--- config.mk ---
export PLATFORM = sky130hd
export DESIGN_NAME = rroe_exec
export DESIGN_NICKNAME = d
export VERILOG_FILES = /design/src/verilog/rroe_pkg.sv /design/src/verilog/rroe_rotate.sv /design/src/verilog/rroe_exec.sv
export SDC_FILE = /design/constraint.sdc
export NUM_CORES = 1
export LEC_CHECK = 0
export BUFFER_PORTS_ARGS = -buffer_cell sky130_fd_sc_hd__buf_2
export CAP_MARGIN = 5
export CORE_MARGIN = 3
export CORE_UTILIZATION = 47
export DETAILED_ROUTE_END_ITERATION = 10
export GPL_TIMING_DRIVEN = 0
export PLACE_DENSITY = 0.79
export SYNTH_ARGS = -nofsm -noshare
export SYNTH_HDL_FRONTEND = slang
export SYNTH_HIERARCHICAL = 1
export SYNTH_SLANG_ARGS = --single-unit
--- constraint.sdc ---
create_clock -name REF_CLK -period 2.16 [get_ports REF_CLK]
set_input_delay 0.216 -clock REF_CLK [delete_from_list [all_inputs] [get_ports REF_CLK]]
set_output_delay 0.216 -clock REF_CLK [all_outputs]
set_load 0.005 [all_outputs]
--- src/verilog/rroe_pkg.sv ---
package rroe_pkg;

	// Instruction classes handled by this executor
	typedef enum logic [2:0] {
		idle_op,
		return_from_interrupt_op,
		return_with_literal_op,
		subroutine_exit_op,
		rotate_left_carry_op
	} rroe_op_t;

	// Execution phase of the current instruction
	typedef enum logic {
		ST_READY,
		ST_SECOND
	} rroe_state_t;

	// Default widths
	localparam int PC_WIDTH = 13;
	localparam int DATA_WIDTH = 8;
	localparam int FADDR_WIDTH = 7;

	// Bit position of global_interrupt_enable in interrupt_control_register
	localparam int GIE_BIT = 7;

	// Destination select encodings for rotate
	localparam logic DEST_ACC = 1'h0;
	localparam logic DEST_FILE = 1'h1;

	// Reset values
	localparam logic [7:0] ACC_RST = 8'h00;
	localparam logic [7:0] ICR_RST = 8'h00;
	localparam logic CARRY_RST = 1'h0;

	// Cycle counts per instruction
	localparam int CYC_SINGLE = 1;
	localparam int CYC_RETURN = 2;

endpackage

--- src/verilog/rroe_rotate.sv ---
`timescale 1ns/1ns
`default_nettype none

module rroe_rotate import rroe_pkg::*; #(
	parameter int WIDTH = DATA_WIDTH
) (
	// Operand and carry in
	input wire logic [WIDTH-1:0] operand,
	input wire logic carry_in,
	// Result and carry out
	output logic [WIDTH-1:0] result,
	output logic carry_out
);

	// Old MSB leaves into carry, old carry enters at bit 0
	assign result = {operand[WIDTH-2:0], carry_in};
	assign carry_out = operand[WIDTH-1];

endmodule

`default_nettype wire

--- src/verilog/rroe_exec.sv ---
// Summary of operation
// - Interrupt return pops stack, sets enable, two cycles
// - Literal return loads accumulator and PC, two cycles
// - Subroutine exit pops stack into PC, two cycles
// - Rotate file register left through carry only
// - Destination bit picks accumulator or file register
`timescale 1ns/1ns
`default_nettype none

module rroe_exec import rroe_pkg::*; #(
	parameter int PCW = PC_WIDTH,
	parameter int DW = DATA_WIDTH,
	parameter int AW = FADDR_WIDTH
) (
	// Clock and reset
	input wire logic REF_CLK,
	input wire logic ARST_N,
	// Instruction issue
	input wire logic INSTR_VALID,
	input wire rroe_op_t INSTR_OP,
	input wire logic [DW-1:0] INSTR_LITERAL,
	input wire logic [AW-1:0] INSTR_FADDR,
	input wire logic INSTR_DEST,
	output logic INSTR_READY,
	output logic INSTR_DONE,
	// Return stack
	input wire logic [PCW-1:0] STACK_TOP,
	output logic STACK_POP,
	// File register access
	input wire logic [DW-1:0] FILE_RDATA,
	output logic FILE_WE,
	output logic [AW-1:0] FILE_WADDR,
	output logic [DW-1:0] FILE_WDATA,
	// Architectural state
	output logic [PCW-1:0] PC_OUT,
	output logic [DW-1:0] ACC_OUT,
	output logic CARRY_OUT,
	output logic [7:0] ICR_OUT
);

	typedef struct packed {
		rroe_state_t state;
		logic [PCW-1:0] pc;
		logic [DW-1:0] acc;
		logic carry;
		logic [7:0] icr;
		logic ready;
		logic done;
		logic pop;
		logic fwe;
		logic [AW-1:0] fwaddr;
		logic [DW-1:0] fwdata;
	} rroe_regs_t;

	rroe_regs_t q_ff;
	rroe_regs_t nxt_q;
	logic take;
	logic [DW-1:0] rot_result;
	logic rot_carry;

	assign take = INSTR_VALID && q_ff.ready;

	// Rotate datapath works on the addressed register's current value
	rroe_rotate #(
		.WIDTH(DW)
	) u_rotate (
		.operand(FILE_RDATA),
		.carry_in(q_ff.carry),
		.result(rot_result),
		.carry_out(rot_carry)
	);

	// Next-state logic; strobes default low so they last one cycle
	always_comb begin
		nxt_q = q_ff;
		nxt_q.done = 1'h0;
		nxt_q.pop = 1'h0;
		nxt_q.fwe = 1'h0;
		case (q_ff.state)
			ST_READY: begin
				if (take) begin
					case (INSTR_OP)
						idle_op: begin
							nxt_q.pc = q_ff.pc + PCW'(1);
							nxt_q.done = 1'h1;
						end
						return_from_interrupt_op: begin
							nxt_q.pc = STACK_TOP;
							nxt_q.pop = 1'h1;
							nxt_q.icr[GIE_BIT] = 1'h1;
							nxt_q.ready = 1'h0;
							nxt_q.state = ST_SECOND;
						end
						return_with_literal_op: begin
							nxt_q.acc = INSTR_LITERAL;
							nxt_q.pc = STACK_TOP;
							nxt_q.pop = 1'h1;
							nxt_q.ready = 1'h0;
							nxt_q.state = ST_SECOND;
						end
						subroutine_exit_op: begin
							nxt_q.pc = STACK_TOP;
							nxt_q.pop = 1'h1;
							nxt_q.ready = 1'h0;
							nxt_q.state = ST_SECOND;
						end
						rotate_left_carry_op: begin
							nxt_q.carry = rot_carry;
							nxt_q.pc = q_ff.pc + PCW'(1);
							nxt_q.done = 1'h1;
							if (INSTR_DEST == DEST_FILE) begin
								nxt_q.fwe = 1'h1;
								nxt_q.fwaddr = INSTR_FADDR;
								nxt_q.fwdata = rot_result;
							end else begin
								nxt_q.acc = rot_result;
							end
						end
						default: begin
							// Unknown codes behave as idle so the PC never stalls
							nxt_q.pc = q_ff.pc + PCW'(1);
							nxt_q.done = 1'h1;
						end
					endcase
				end
			end
			ST_SECOND: begin
				// Flushed fetch slot of a return; nothing else changes
				nxt_q.ready = 1'h1;
				nxt_q.done = 1'h1;
				nxt_q.state = ST_READY;
			end
			default: begin
				nxt_q.state = ST_READY;
				nxt_q.ready = 1'h1;
			end
		endcase
	end

	// State register
	always_ff @(posedge REF_CLK or negedge ARST_N) begin
		if (!ARST_N) begin
			q_ff <= '{state: ST_READY, pc: '0, acc: ACC_RST,
				carry: CARRY_RST, icr: ICR_RST, ready: 1'h1,
				done: 1'h0, pop: 1'h0, fwe: 1'h0, fwaddr: '0,
				fwdata: '0};
		end else begin
			q_ff <= nxt_q;
		end
	end

	// Outputs straight from flip-flops
	assign INSTR_READY = q_ff.ready;
	assign INSTR_DONE = q_ff.done;
	assign STACK_POP = q_ff.pop;
	assign FILE_WE = q_ff.fwe;
	assign FILE_WADDR = q_ff.fwaddr;
	assign FILE_WDATA = q_ff.fwdata;
	assign PC_OUT = q_ff.pc;
	assign ACC_OUT = q_ff.acc;
	assign CARRY_OUT = q_ff.carry;
	assign ICR_OUT = q_ff.icr;
endmodule

`default_nettype wire

==> impl_metrics.toml, run 1 <==
[detailed_routing]
drtAntennaViolNets = 0
drtIter0Drc = 116
wl_mm = 4.868
via_per_inst = 5.290
first_pass_iters = 4
wl_per_cell_microns = 14.40
num_vias = 1788
drc = 0

[flow_run]
max_cap_violations = 0

[logic_synthesis]
synth_cells = 198
synth.distinct_cells = 40
yosys_warnings = 6
synth_largest_area_cell = "dfrtp_1"
synth_seq_area_share_pct = 49.59
avgSynthCellArea_sq_um = 10.72
synth.area.top_cells = "dfrtp_1, mux2_2, a21oi_1"
syn-cell-area_sq_um = 2122
ys_seq_elements = 42
netlist.area_leader.share_pct = 48.35

[critical_path]
arrival_ps = 1960
critPathKind = "reg2reg"
startpoint_type = "flop"
crit_family = "flip-flops"
cp_slowest_cell = "dfstp_2"
crit_fanout = 10
critical_path.max_stage_delay_ps = 570
cp.required_ps = 2330
critPathCaptureType = "flop"
worst-path-buf-inv = 2
path_cells = "and3b_1, clkbuf_1, nand3_4, buf_4, mux2_1"

[final_layout]
fin_util_pct = 64.56
drive_above_1_share_pct = 44.79
fillers = 355
n_antenna_cell = 0
syn_to_final_growth_pct = 26.95
multi_input_area_sq_um = 907.1
seq_area_sq_um = 1052
nets = 331

[timing]
slew_viol_final = 0
tightest_slew_ps = 949.9
setup_slack_ps = 363.6
finalHoldViolCount = 0
fin_crit_sh_pct = 83.17
post-route-min-period_ps = 1796
max_freq_ghz = 0.5567
fin_skew_ps = 7.682
finalSetupViolations = 0
fin_tns_setup_ps = 0
slew_headroom_pct = 36.67
rsz0062_at_grt = "no"

[global_routing]
grt_antenna_before_repair = 0
grt_max_degree = 43
grt_pass1_wl_mm = 7.872
grtUsageTotal_pct = 18.71
grt.overflow.total = 0
grt_pass1_vias = 1750

[outcome]
status = "finished, final reports clean"

[floorplanning]
rows = 23
ioPinCount = 92
chipWidth_microns = 73.20
coreArea_sq_um = 4173
start_util_pct = 50.85
die_y_microns = 73.20
dieArea_sq_um = 5358

[place]
io_buffers = 76
place_congestion = 0.8716
pre_cts_ws_ps = 363.0
place_hpwl_mm = 3.639

[clock_tree]
htree_levels = 2
numCtsBuffers = 5
clkSlewWorstSetupHoldPaths_ps = 80
root_buffer = "clkbuf_8"
clock-sinks = 42
cts_tree = "done"
clockBufferDepth = 2
cts_setup_buffers = 0
cts_resized = 0
clk_latency_ps = 280
postCtsHoldBufs = 0

[pwr]
power_density_nw_per_um2 = 1178
total_leakage_power_nw = 1.320
peakVddDrop_mv = 0.5841

[hold_path]
hold_path.class = "in2async"
[registers in the layout, summed over array words and instances, names as in the netlist]
signal       flops
PC_OUT          13
ACC_OUT          8
FILE_WDATA       8
FILE_WADDR       7
CARRY_OUT        1
FILE_WE          1
ICR_OUT          1
INSTR_DONE       1
INSTR_READY      1
STACK_POP        1
[cells in the mapped netlist, drive strengths merged]
| master | n |
|---|---|
| a31o | 3 |
| or3b | 1 |
| mux2 | 16 |
| o32ai | 3 |
| a221o | 1 |
| nand2b | 1 |
| nor3 | 1 |
| inv | 3 |
| o41ai | 2 |
| nand4 | 5 |
| a211oi | 1 |
| o21ai | 9 |
| or2b | 1 |
| and4 | 1 |
| o31ai | 1 |
| mux2i | 9 |
| nor3b | 1 |
| nand3 | 7 |
| clkbuf | 7 |
| and3b | 1 |
| a2bb2oi | 1 |
| dfrtp | 41 |
| ha | 1 |
| o21bai | 1 |
| dfstp | 1 |
| nor2 | 16 |
| or3 | 1 |
| nand2 | 8 |
| a21oi | 29 |
| conb | 1 |
| nand3b | 1 |
| o22ai | 3 |
| and3 | 1 |
| buf | 19 |
[stage by stage]
| stage | hold slack (ps) | power, mW | cells | cell area (sq um) |
|---|---|---|---|---|
| 5_1_grt | 127.9 | 3.419 | 338 | 2694 |
| 3_5_place_dp | 417.6 | 2.592 | 330 | 2587 |
| 3_3_place_gp | 403.6 | 2.544 | 330 | 2587 |
| 2_1_floorplan | -79.59 | 2.033 | 204 | 2145 |
| 6_report | 76.29 | 3.173 | 338 | 2694 |
| 4_1_cts | 101.7 | 3.203 | 338 | 2694 |
[logic make-up after synthesis]
kind of cell	after synthesis	synth area share [%]
flip-flops	42	49.59
AND/OR/NAND/NOR	46	11.97
AO/OA/AOI/OAI	54	16.22
multiplexers	25	12.74
other	1	0.1767
adder cells (fa/ha/maj)	1	0.5895
buffers and inverters	29	8.726
[metal layers]
metal  part of all wire, %  routed length [microns]  GRT usage (%)
met1                    43                     2099          24.01
met2                    48                     2319          29.99
met3                   8.7                      423          5.785
met4                  0.51                       25          6.148
met5                     0                        0              0
[path summary, 6_finish.rpt]
check                           depth (start not counted)               startpoint                        end  slack [ps]
worst max-delay path                                    5  INSTR_READY$_DFFE_PN1P_  FILE_WADDR[6]$_DFFE_PN0P_         360
worst min-delay path                                    1                   ARST_N      PC_OUT[8]$_DFFE_PN0P_          80
worst max register to register                          5  INSTR_READY$_DFFE_PN1P_  FILE_WADDR[6]$_DFFE_PN0P_         360
worst min register to register                          1   ICR_OUT[7]$_DFFE_PN0P_     ICR_OUT[7]$_DFFE_PN0P_         470
max in group asynchronous                               1                   ARST_N  FILE_WDATA[0]$_DFFE_PN0P_        1490
min in group REF_CLK                                    2           INSTR_FADDR[6]  FILE_WADDR[6]$_DFFE_PN0P_         150
[power breakdown]
| part | switching (mW) | internal (mW) |
|---|---|---|
| sequential | 0.278 | 1.14 |
| clock | 0.256 | 0.346 |
| combinational | 0.566 | 0.588 |
| total | 1.10 | 2.07 |
[worst reg2reg max path, cell delays in order (launching register included)]
cell and delay [ps]:
dfstp_2 570, and3b_1 160, clkbuf_1 250, nand3_4 170
buf_4 220, mux2_1 320
[final cells by class]
class                      instances  share of cell area, %
buffer                            26                  6.456
clock buffer                       7                  2.833
clock inverter                     1                  1.115
inverter                           3                 0.4180
multi-input combinational        133                  33.67
sequential                        42                  39.06
tap                               50                  2.322
timing repair buffer              76                  14.12
[placed cells by master, fill, tap and decap left out, types with 5 or more instances in the layout]
cell / synthesis / layout
nor2_1: 16 / 16
mux2i_1: 9 / 9
dfrtp_1: 41 / 41
nand3_1: 5 / 5
conb_1: 1 / 7
mux2_2: 15 / 15
buf_2: 0 / 76
nand2_1: 8 / 8
clkbuf_1: 6 / 8
clkbuf_8: 0 / 5
o21ai_0: 9 / 9
buf_4: 18 / 18
nand4_1: 5 / 5
a21oi_1: 27 / 27
Power figures use the tool's default switching activity.
==> inputs of run 2 (changes only) <==
- clock period: 2.16 -> 1.75 ns (I/O delays scaled with it)
==> run 2 against run 1 <==
Against the previous run:
- largest cell class unchanged
- fmax rose by 9.7%
- critical path depth fell by 1
- routed wire length rose by 1.7%
- global-route usage rose by 0.087 points
- count of clock-buffer cells in the layout did not move
- die area did not move
- total power rose by 25%
- hold slack got worse by 46 ps
- register-to-register slack got worse by 250 ps
- via count rose by 1.7%
==> impl_metrics.toml, run 2 (synthesis gave the netlist of run 1 again) <==
[final_layout]
nets = 336
fin_util_pct = 65.58
n_antenna_cell = 0
final_common_cell = "buf_2"
syn_to_final_growth_pct = 28.95
drive_above_1_share_pct = 46.42
fin_area_sq_um = 2736
final_cell_mix = "buf_2, dfrtp_1, a21oi_1, buf_4, nor2_1"
largest_reg_flops = 13

[floorplanning]
ioPinCount = 92
rows = 23
dieArea_sq_um = 5358
coreArea_sq_um = 4173
die_y_microns = 73.20
start_util_pct = 50.85
chipWidth_microns = 73.20

[detailed_routing]
drc = 0
num_vias = 1818
wl_mm = 4.951
drtAntennaViolNets = 0
via_per_inst = 5.300
drtIter0Drc = 80
wl_per_cell_microns = 14.43
first_pass_iters = 4

[clock_tree]
htree_levels = 2
cts_tree = "done"
clk_latency_ps = 290
clkSlewWorstSetupHoldPaths_ps = 80
clockBufferDepth = 2
clock-sinks = 42
postCtsHoldBufs = 0
root_buffer = "clkbuf_8"
numCtsBuffers = 5

[pwr]
power_density_nw_per_um2 = 1444
power_mw = 3.951
total_leakage_power_nw = 1.348
peakVddDrop_mv = 0.7200

[timing]
setup_slack_ps = 112.2
slew_viol_final = 0
finalSetupViolations = 0
fin_skew_ps = 7.346
holdWs_ps = 30.40
finalHoldViolCount = 0
slew_headroom_pct = 37.27
max_freq_ghz = 0.6106
post-route-min-period_ps = 1638
fin_crit_sh_pct = 93.59
rsz0062_at_grt = "no"
tightest_slew_ps = 941.0

[critical_path]
arrival_ps = 1810
critical_path.max_stage_delay_ps = 570
crit_fanout = 10
critPathCaptureType = "flop"
cp_slowest_cell = "dfstp_2"
cp.required_ps = 1920
critPathKind = "reg2reg"
path_cells = "and3b_2, nand3_4, buf_4, mux2_1"
startpoint_type = "flop"

[global_routing]
grt_max_degree = 43
grtUsageTotal_pct = 18.80
grt.overflow.total = 0
grt_pass1_vias = 1741
grt_antenna_before_repair = 0
grt_pass1_wl_mm = 7.900

[place]
place_congestion = 0.8716
placed_area_sq_um = 2587
place_hpwl_mm = 3.639
pre_cts_ws_ps = -47.01
io_buffers = 76

[flow_run]
max_cap_violations = 0

[outcome]
status = "finished, final reports clean"

[hold_path]
hold_path.class = "in2async"
==> run 2: stage by stage <==
step,instances,TNS [ps]
after CTS,338,0
after detailed placement,330,-61.92
after floorplan,204,0
final,343,0
after global placement,330,-30.08
after global routing,343,0
==> run 2: worst paths after layout <==
| check | startpoint | end | slack (ps) | cells past startpoint |
|---|---|---|---|---|
| hold reg to reg | ICR_OUT[7]$_DFFE_PN0P_ | ICR_OUT[7]$_DFFE_PN0P_ | 470 | 1 |
| min in group REF_CLK | INSTR_FADDR[6] | FILE_WADDR[6]$_DFFE_PN0P_ | 110 | 2 |
| setup / recovery | INSTR_READY$_DFFE_PN1P_ | FILE_WADDR[6]$_DFFE_PN0P_ | 110 | 4 |
| setup reg to reg | INSTR_READY$_DFFE_PN1P_ | FILE_WADDR[6]$_DFFE_PN0P_ | 110 | 4 |
| hold / removal | ARST_N | PC_OUT[10]$_DFFE_PN0P_ | 30 | 1 |
| max in group asynchronous | ARST_N | ACC_OUT[1]$_DFFE_PN0P_ | 1130 | 1 |
==> run 2: timing repair <==
| action | CTS | global route |
|---|---|---|
| gates cloned | 0 | 0 |
| gates resized for setup | 0 | 1 |
| hold endpoints to repair | 0 | 0 |
| buffers inserted | 1 | 5 |
| pin swaps | 1 | 2 |
| setup endpoints to repair | 10 | 9 |
==> run 2: area by class of cell <==
type / count / area, sq um
Buffer: 25 / 170.2
Clock buffer: 7 / 76.32
Clock inverter: 1 / 30.03
Fill cell: 350 / 1436
Inverter: 3 / 11.26
Multi-Input combinational cell: 133 / 908.4
Sequential cell: 42 / 1052
Tap cell: 50 / 62.56
Timing Repair Buffer: 82 / 425.4
==> run 2: where the power goes <==
part / total [mW] / internal [mW] / switching [mW]
combinational: 1.46 / 0.750 / 0.706
sequential: 1.75 / 1.41 / 0.344
clock: 0.744 / 0.427 / 0.316
==> run 2: worst max-delay path, delay by kind of cell, from the launching register on <==
family | cells | cell delay, ps
buffers and inverters | 1 | 220
muxes | 1 | 320
and+or+nand+nor | 2 | 420
DFF | 1 | 570
==> run 2: routing by layer <==
layer | track usage [%] | up-vias | wire length, microns | part of all wire, %
met1 | 24.62 | 857 | 2111 | 43
met3 | 5.785 | 4 | 456 | 9.2
met2 | 29.59 | 82 | 2357 | 48
li1 | - | 875 | - | -
met5 | 0 | - | 0 | 0
met4 | 6.148 | 0 | 25 | 0.50
